`config.mk`:
```
export PLATFORM = sky130hd
export DESIGN_NAME = spss_top
export DESIGN_NICKNAME = d
export VERILOG_FILES = /design/src/hw/spss_pkg.sv /design/src/hw/spss_loss_filter.sv /design/src/hw/spss_top.sv
export SDC_FILE = /design/constraint.sdc
export NUM_CORES = 1
export LEC_CHECK = 0
export BUFFER_PORTS_ARGS = -buffer_cell sky130_fd_sc_hd__buf_2
export CAP_MARGIN = 20
export CORE_UTILIZATION = 35
export CTS_BUF_LIST = sky130_fd_sc_hd__clkbuf_8
export CTS_CLUSTER_SIZE = 30
export DETAILED_ROUTE_END_ITERATION = 8
export PLACE_DENSITY_LB_ADDON = 0.12
export SYNTH_ARGS = -nofsm -noshare
export SYNTH_HDL_FRONTEND = slang
export SYNTH_SLANG_ARGS = --single-unit
export TNS_END_PERCENT = 20
```
`constraint.sdc`:
```
create_clock -name mclk -period 4.9 [get_ports mclk]
set_clock_uncertainty 0.15 [all_clocks]
set_input_delay 0.49 -clock mclk [delete_from_list [all_inputs] [get_ports mclk]]
set_output_delay 0.49 -clock mclk [all_outputs]
set_load 0.005 [all_outputs]
```
`src/hw/spss_pkg.sv`:
```
// Constants shared by the status pin source selection block
`default_nettype none
package spss_pkg;
  // Clock and timing figures, times in ns as given
  localparam int CLK_PERIOD_NS   = 25;
  localparam int ASSERT_STEP_NS  = 25900;
  localparam int RELEASE_STEP_NS = 6600000;
  localparam int RATE_PULSE_NS   = 200;
  localparam int ASSERT_STEP_CYCLES  = ASSERT_STEP_NS / CLK_PERIOD_NS;
  localparam int RELEASE_STEP_CYCLES = RELEASE_STEP_NS / CLK_PERIOD_NS;
  localparam int RATE_PULSE_CYCLES   = (RATE_PULSE_NS + CLK_PERIOD_NS - 1) / CLK_PERIOD_NS;

  // Register indices; byte address is four times the index
  localparam logic [7:0] LOSS_STATUS_IDX = 8'h06;
  localparam logic [7:0] LOSS_FILTER_IDX = 8'h07;
  localparam logic [7:0] PIN_CONFIG_IDX  = 8'h09;
  localparam logic [7:0] REVISION_IDX    = 8'h0a;

  // Field positions
  localparam int RATE_MASK_LSB     = 6;
  localparam int RATE_MASK_W       = 5;
  localparam int SRC_SEL_LSB       = 3;
  localparam int FILTER_SEL_LSB    = 0;
  localparam int CONFIG_USED_W     = 11;
  localparam int ASSERT_DELAY_LSB  = 8;
  localparam int RELEASE_DELAY_LSB = 0;
  localparam int STATUS_LOSS_BIT   = 0;
  localparam int STATUS_RATE_LSB   = 1;

  // Reset values
  localparam logic [10:0] PIN_CONFIG_RESET    = 11'h000;
  localparam logic [7:0]  ASSERT_DELAY_RESET  = 8'h02;
  localparam logic [7:0]  RELEASE_DELAY_RESET = 8'h01;
  localparam logic [2:0]  RATE_RESET          = 3'h1;

  // Detected rate codes and carrier rate filter codes
  localparam logic [2:0] RATE_BELOW_MADI = 3'h0;
  localparam logic [2:0] RATE_HD         = 3'h3;
  localparam logic [2:0] RATE_3G         = 3'h4;
  localparam logic [2:0] FILTER_ANY      = 3'h0;
  localparam logic [2:0] FILTER_LAST     = 3'h5;

  typedef enum logic [2:0] {
    SRC_LOSS       = 3'h0,
    SRC_CARRIER    = 3'h1,
    SRC_RSVD2      = 3'h2,
    SRC_RATE_PULSE = 3'h3,
    SRC_MASKED     = 3'h4,
    SRC_MASKED_GAP = 3'h5,
    SRC_RSVD6      = 3'h6,
    SRC_RSVD7      = 3'h7
  } spss_src_e;
endpackage
`default_nettype wire

```
`src/hw/spss_loss_filter.sv`:
```
// Signal-loss filter with stepped assertion and release delays
`default_nettype none
module spss_loss_filter #(
  parameter int ASSERT_STEP  = spss_pkg::ASSERT_STEP_CYCLES,
  parameter int RELEASE_STEP = spss_pkg::RELEASE_STEP_CYCLES,
  parameter int CNT_W        = 20
) (
  input  wire logic       mclk,
  input  wire logic       reset_n,
  input  wire logic       ce,
  input  wire logic       lossRaw,
  input  wire logic [7:0] assertDelay,
  input  wire logic [7:0] releaseDelay,
  output logic            lossFiltered
);
  logic [CNT_W-1:0] preCnt_reg;
  logic [7:0]       stepCnt_reg;
  logic             filt_reg;

  wire             differs  = lossRaw != filt_reg;
  wire [7:0]       target   = lossRaw ? assertDelay : releaseDelay;
  wire [CNT_W-1:0] stepLast = lossRaw ? CNT_W'(ASSERT_STEP - 1) : CNT_W'(RELEASE_STEP - 1);
  wire             stepDone = preCnt_reg == stepLast;
  // Compared as at-least so a delay lowered mid-count still ends the wait
  wire             expired  = stepCnt_reg >= target;

  // Any bounce of the raw level restarts the whole delay
  always_ff @(posedge mclk or negedge reset_n)
    if (!reset_n)
    begin
      preCnt_reg  <= '0;
      stepCnt_reg <= 8'h00;
      filt_reg    <= 1'b0;
    end
    else if (ce)
    begin
      if (!differs || expired)
      begin
        preCnt_reg  <= '0;
        stepCnt_reg <= 8'h00;
        filt_reg    <= lossRaw;
      end
      else if (stepDone)
      begin
        preCnt_reg  <= '0;
        stepCnt_reg <= stepCnt_reg + 8'h01;
      end
      else
        preCnt_reg <= preCnt_reg + CNT_W'(1);
    end

  assign lossFiltered = filt_reg;
endmodule
`default_nettype wire

```
`src/hw/spss_top.sv`:
```
// Status pin source selection with Wishbone register access
// How it works
// - A five-bit rate mask picks which detected rates are reported on the status pin in source codes 100 and 101.
// - Mask bit 0 is below-MADI, bit 1 MADI, bit 2 SD, bit 3 HD and bit 4 3G.
// - A three-bit source select picks the status pin source; codes 010, 110 and 111 are reserved and drive low.
// - Source code 001 shows carrier presence as narrowed by the carrier rate filter field.
// - Source code 011 gives a high pulse of at least 200 ns on each detected rate change.
// - Source code 100 shows carrier presence only while the detected rate is enabled in the mask.
// - Source code 101 is code 100 with a low gap of at least 200 ns on each rate change.
// - A three-bit carrier rate filter limits carrier reporting in source code 001 to one rate, code 000 meaning any rate.
// - Filter codes 001 to 101 select below-MADI, MADI, SD, HD and 3G; 110 and 111 are reserved.
// - A read-only 16-bit register returns the revision word and ignores writes.
// - Loss assertion is delayed by a programmable count of about 25.9 us steps.
// - Loss release is delayed by a programmable count of about 6.6 ms steps.
//
// The implementer's own choice: the Wishbone slave port.
`default_nettype none
module spss_top #(
  parameter logic [15:0] REVISION_WORD = 16'h5a01, // Arbitrary value
  parameter int          ASSERT_STEP   = spss_pkg::ASSERT_STEP_CYCLES,
  parameter int          RELEASE_STEP  = spss_pkg::RELEASE_STEP_CYCLES,
  parameter int          PULSE_CYCLES  = spss_pkg::RATE_PULSE_CYCLES
) (
  input  wire logic        mclk,
  input  wire logic        reset_n,
  input  wire logic        ce,
  input  wire logic        wb_cyc_i,
  input  wire logic        wb_stb_i,
  input  wire logic        wb_we_i,
  input  wire logic [7:0]  wb_adr_i,
  input  wire logic [3:0]  wb_sel_i,
  input  wire logic [31:0] wb_dat_i,
  output logic      [31:0] wb_dat_o,
  output logic             wb_ack_o,
  input  wire logic        carrierRaw,
  input  wire logic [2:0]  detectedRate,
  output logic             statusPin
);
  localparam logic [7:0] STATUS_ADDR   = spss_pkg::LOSS_STATUS_IDX << 2;
  localparam logic [7:0] FILTER_ADDR   = spss_pkg::LOSS_FILTER_IDX << 2;
  localparam logic [7:0] CONFIG_ADDR   = spss_pkg::PIN_CONFIG_IDX << 2;
  localparam logic [7:0] REVISION_ADDR = spss_pkg::REVISION_IDX << 2;
  localparam logic [3:0] PULSE_LOAD    = 4'(PULSE_CYCLES);

  logic        ack_reg;
  logic [31:0] rdData_reg;
  logic [10:0] config_reg;
  logic [7:0]  assertDelay_reg;
  logic [7:0]  releaseDelay_reg;
  logic        carrierMeta_reg;
  logic        carrierSync_reg;
  logic [2:0]  prevRate_reg;
  logic [3:0]  pulseCnt_reg;
  logic        statusPin_reg;
  logic        lossFiltered;

  // Bus decode
  wire access     = wb_cyc_i && wb_stb_i && !ack_reg && ce;
  wire writeOp    = access && wb_we_i;
  wire hitStatus  = wb_adr_i == STATUS_ADDR;
  wire hitFilter  = wb_adr_i == FILTER_ADDR;
  wire hitConfig  = wb_adr_i == CONFIG_ADDR;
  wire hitVersion = wb_adr_i == REVISION_ADDR;
  wire cfgWrLo    = writeOp && hitConfig && wb_sel_i[0];
  wire cfgWrHi    = writeOp && hitConfig && wb_sel_i[1];
  wire filtWrLo   = writeOp && hitFilter && wb_sel_i[0];
  wire filtWrHi   = writeOp && hitFilter && wb_sel_i[1];

  // Configuration fields
  wire [4:0] rateMask  = config_reg[spss_pkg::RATE_MASK_LSB +: spss_pkg::RATE_MASK_W];
  wire [2:0] srcSelRaw = config_reg[spss_pkg::SRC_SEL_LSB +: 3];
  wire [2:0] filterSel = config_reg[spss_pkg::FILTER_SEL_LSB +: 3];
  spss_pkg::spss_src_e srcSel;
  assign srcSel = spss_pkg::spss_src_e'(srcSelRaw);

  // Unused upper bits read as zero, so the host sees what it must keep there
  wire [31:0] cfgRead    = {21'h0, config_reg};
  wire [31:0] filtRead   = {16'h0, assertDelay_reg, releaseDelay_reg};
  wire [31:0] statusRead = {28'h0, detectedRate, lossFiltered};
  wire [31:0] verRead    = {16'h0, REVISION_WORD};
  wire [31:0] readData   = hitConfig  ? cfgRead    :
                           hitFilter  ? filtRead   :
                           hitStatus  ? statusRead :
                           hitVersion ? verRead    : 32'h0;

  // Status pin sources
  wire       rateValid  = detectedRate <= spss_pkg::RATE_3G;
  wire [7:0] maskWide   = {3'h0, rateMask};
  wire       maskHit    = rateValid && maskWide[detectedRate];
  wire       filterOk   = filterSel <= spss_pkg::FILTER_LAST;
  wire       filterHit  = (filterSel == spss_pkg::FILTER_ANY) ||
                          (filterOk && detectedRate == filterSel - 3'h1);
  wire       carrierQual = carrierSync_reg && filterHit;
  wire       carrierMask = carrierSync_reg && maskHit;
  wire       rateChange  = detectedRate != prevRate_reg;
  wire       pulseActive = pulseCnt_reg != 4'h0;
  wire       pulseTerm   = rateChange || pulseActive;
  wire       statusNext  =
    (srcSel == spss_pkg::SRC_LOSS)       ? lossFiltered :
    (srcSel == spss_pkg::SRC_CARRIER)    ? carrierQual :
    (srcSel == spss_pkg::SRC_RATE_PULSE) ? pulseTerm :
    (srcSel == spss_pkg::SRC_MASKED)     ? carrierMask :
    (srcSel == spss_pkg::SRC_MASKED_GAP) ? carrierMask && !pulseTerm :
    1'b0;

  // Bus slave: ack one cycle after the request, dropped the cycle after
  always_ff @(posedge mclk or negedge reset_n)
    if (!reset_n)
    begin
      ack_reg    <= 1'b0;
      rdData_reg <= 32'h0;
    end
    else if (ce)
    begin
      ack_reg <= access;
      if (access && !wb_we_i)
        rdData_reg <= readData;
    end

  always_ff @(posedge mclk or negedge reset_n)
    if (!reset_n)
      config_reg <= spss_pkg::PIN_CONFIG_RESET;
    else
    begin
      if (cfgWrLo)
        config_reg[7:0] <= wb_dat_i[7:0];
      if (cfgWrHi)
        config_reg[10:8] <= wb_dat_i[10:8];
    end

  always_ff @(posedge mclk or negedge reset_n)
    if (!reset_n)
    begin
      assertDelay_reg  <= spss_pkg::ASSERT_DELAY_RESET;
      releaseDelay_reg <= spss_pkg::RELEASE_DELAY_RESET;
    end
    else
    begin
      if (filtWrLo)
        releaseDelay_reg <= wb_dat_i[7:0];
      if (filtWrHi)
        assertDelay_reg <= wb_dat_i[15:8];
    end

  // Carrier level comes from the analog front end, so it is synchronised
  always_ff @(posedge mclk or negedge reset_n)
    if (!reset_n)
    begin
      carrierMeta_reg <= 1'b0;
      carrierSync_reg <= 1'b0;
    end
    else if (ce)
    begin
      carrierMeta_reg <= carrierRaw;
      carrierSync_reg <= carrierMeta_reg;
    end

  // A change during a running pulse restarts it, so pulses never merge short
  always_ff @(posedge mclk or negedge reset_n)
    if (!reset_n)
    begin
      prevRate_reg <= spss_pkg::RATE_RESET;
      pulseCnt_reg <= 4'h0;
    end
    else if (ce)
    begin
      prevRate_reg <= detectedRate;
      if (rateChange)
        pulseCnt_reg <= PULSE_LOAD;
      else if (pulseActive)
        pulseCnt_reg <= pulseCnt_reg - 4'h1;
    end

  always_ff @(posedge mclk or negedge reset_n)
    if (!reset_n)
      statusPin_reg <= 1'b0;
    else if (ce)
      statusPin_reg <= statusNext;

  spss_loss_filter #(
    .ASSERT_STEP  (ASSERT_STEP),
    .RELEASE_STEP (RELEASE_STEP),
    .CNT_W        (20)
  ) lossFilter (
    .mclk         (mclk),
    .reset_n      (reset_n),
    .ce           (ce),
    .lossRaw      (!carrierSync_reg),
    .assertDelay  (assertDelay_reg),
    .releaseDelay (releaseDelay_reg),
    .lossFiltered (lossFiltered)
  );

  assign wb_ack_o  = ack_reg;
  assign wb_dat_o  = rdData_reg;
  assign statusPin = statusPin_reg;
endmodule
`default_nettype wire

```
==> out/results.ini <==
[outcome]
status = complete, no violations

[yosys]
yosysSeqAreaShare = 0.464
syn_area_mm2 = 0.00448
synth_most_common_cell = dfrtp_1
async_reset_ff_frac = 1.00
synth_seq_cells = 83
ys.flop_type = dfrtp_1
synth_cells = 444
ys.warnings.count = 0
yosys.cell_types.count = 57
netlist_top_cells_count = dfrtp_1, nor2_1, mux2_2, nand2_1, a21oi_1
yosysTopAreaCellShare = 0.447
synthTopCellsByArea = dfrtp_1, mux2_2, ha_1
yosysTopAreaCell = dfrtp_1
syn_area_per_cell_um2 = 10.1
synth_edf_count = 0

[timing]
period_share = 0.677
finalWorstSetupSlack_ns = 1.58
hold_viol = 0
final.setup.tns_ns = 0
rsz0062_at_grt = no
fmaxAchievable_ghz = 0.301
setup_violations = 0
drv_slew = 0
worst_slew_pin_slew_ns = 0.697
final.min_clock_period_ns = 3.32
slew_headroom = 0.536

[critical_path]
end_kind = flip-flop
crit_family = compound AO/OA/AOI/OAI gates
worstPathCellList = mux2_2 > ha_1 > nand2b_1 > a211oi_1 > o211ai_2 > a21o_1 > and2_1 > o22ai_1
cp_max_fo = 17
slowest_delay_ns = 0.79
required_ns = 5.03
cp_num_buf_inv = 0
critPathArrivalTime_ns = 3.45
cp_slowest_cell = dfrtp_1
startpoint_type = flip-flop
worstSetupPathType = flip-flop to flip-flop

[routing]
num_vias = 3344
drc = 0
vias_per_cell = 5.03
drt_iter0_markers = 194
drt_first_pass_iters = 4
drtAntennaViolNets = 0
wire_per_inst_um = 15.4
wl_um = 10300

[floorplan]
core_mm2 = 0.0123
fp.dieH_um = 115
dieArea_mm2 = 0.0133
io_pins = 88
rows = 40
initial_core_util = 0.365
fp.dieW_um = 115

[min_path]
hold_path.class = input pin to flip-flop

[global_route]
grt-ovfl-total = 0
grt_antenna_before_repair = 0
grt_pass1_vias = 3214
grt_pass1_wl_um = 16800
grt_usage = 0.169
grt_max_degree = 48

[pwr]
vdd_drop_max_mv = 0.184
seq_power_share = 0.511
p_per_area_mw_per_mm2 = 292
power.leakage_nw = 2.29
switching_power_uw = 369
power.internal_mw = 1.11
p_comb_frac = 0.109
pwr-share-clk = 0.380
swShare = 0.249

[clock_tree]
cts_tree = done
cts_root_buf = clkbuf_8
cts_made_buffers = 9
clock_sinks = 83
clk_latency_ns = 0.37
clockBufferDepth = 2
h-tree-depth = 3
cts.repair.resized = 0
clk_pin_slew_ns = 0.08

[layout]
fin_nets = 561
largest_reg_flops = 20
nFillCells = 1232
antenna_cells = 0
syn_to_final_growth_pct = 12.8
drive_gt1_frac = 0.231

[place]
place_hpwl_um = 7540
numPortBuffers = 53
pre_cts_ws_ns = 1.61
gp_congestion = 0.758

[job]
maxCapViolCount = 0

per-layer routing:
metal / global-route usage / vias to the layer above / wire length [um]
li1: - / 1637 / -
met1: 0.228 / 1634 / 4890
met2: 0.266 / 63 / 4900
met3: 0.0485 / 10 / 360
met4: 0.0433 / 0 / 111
met5: 0 / - / 0
cell type report:
cell class / count / area (um^2) / share of cell area
clock buffers: 11 / 151 / 0.0300
clock inverters: 5 / 76.3 / 0.0151
inverters: 19 / 71.3 / 0.0141
multi-input cells: 323 / 2170 / 0.429
flip-flops and latches: 83 / 2080 / 0.412
well taps: 168 / 210 / 0.0416
repair buffers: 56 / 293 / 0.0579
cells by family (layout without fill, tap and decap cells):
kind of cell | after synthesis | after routing | synth area share
compound gates | 85 | 85 | 0.122
xor+xnor | 22 | 22 | 0.0430
fa+ha+maj | 15 | 15 | 0.0419
buf+inv | 53 | 91 | 0.0645
flops | 83 | 83 | 0.464
mux | 42 | 42 | 0.103
other cells | 1 | 16 | 0.000837
simple gates | 143 | 143 | 0.160
per-stage QoR:
stage / hold slack (ns) / area, um^2 / std cells / util / total power, mW
3_3_place_gp: 0.344 / 4810 / 648 / 0.393 / 0.931
2_1_floorplan: 0.0444 / 4540 / 459 / - / 0.863
3_5_place_dp: 0.342 / 4810 / 648 / 0.393 / 0.935
4_1_cts: 0.183 / 5050 / 665 / 0.412 / 1.51
5_1_grt: 0.182 / 5050 / 665 / 0.412 / 1.56
6_report: 0.204 / 5050 / 665 / 0.412 / 1.48
worst register-to-register path: cells and delay by family (launching register included):
kind                     cells  cell delay (ns)
multiplexers                 1             0.43
AND/OR/NAND/NOR              2             0.52
AO/OA/AOI/OAI                4             1.07
flip-flops                   1             0.79
adder cells (fa/ha/maj)      1             0.27
power groups by stage:
stage	clock network, mW	registers, mW	logic, mW
2_1_floorplan	0	0.763	0.0998
3_3_place_gp	0	0.769	0.162
3_5_place_dp	0	0.770	0.165
4_1_cts	0.586	0.757	0.165
5_1_grt	0.612	0.762	0.188
6_report	0.561	0.756	0.161
final timing paths:
path | start | to | slack (ns) | cells after the start
worst max-delay path | carrierSync_reg | lossFilter.stepCnt_reg[1] | 1.58 | 8
worst min-delay path | carrierRaw | carrierMeta_reg | 0.20 | 2
worst max register to register | carrierSync_reg | lossFilter.stepCnt_reg[1] | 1.58 | 8
worst min register to register | carrierMeta_reg | carrierSync_reg | 0.36 | 1
max in group asynchronous | reset_n | wb_dat_o[11] | 3.13 | 3
min in group asynchronous | reset_n | wb_ack_o | 0.48 | 2
cells in the final DEF, fill, tap and decap left out, types with 2 or more instances in the layout:
master	instances
buf_2	52
inv_1	20
conb_1	16
mux2i_1	8
and3_1	8
and3b_1	2
bufinv_16	2
a31oi_1	3
ha_1	15
nand4_1	6
dfrtp_1	80
nor2_2	2
and2b_1	2
o22ai_1	4
o2bb2ai_1	3
and2_1	3
a211oi_1	2
xor2_1	10
nor4_1	4
nor3_1	7
nor2_1	41
o31ai_1	2
clkbuf_8	11
o21ai_0	23
nor2b_1	2
a21oi_1	25
nand3b_1	4
nand3_1	20
a222oi_1	3
buf_4	3
mux2_2	34
nand2b_1	6
and4_1	2
nand2_1	28
dfstp_2	3
a22oi_1	7
xnor2_1	12
repair_timing:
item | 4_1_cts | 5_1_grt
hold buffers | 1 | 0
endpoints found under the hold margin | 36 | 0
setup endpoints to repair | 0 | 0
setup buffers | 0 | 0
(Power assumes the default switching activity.)
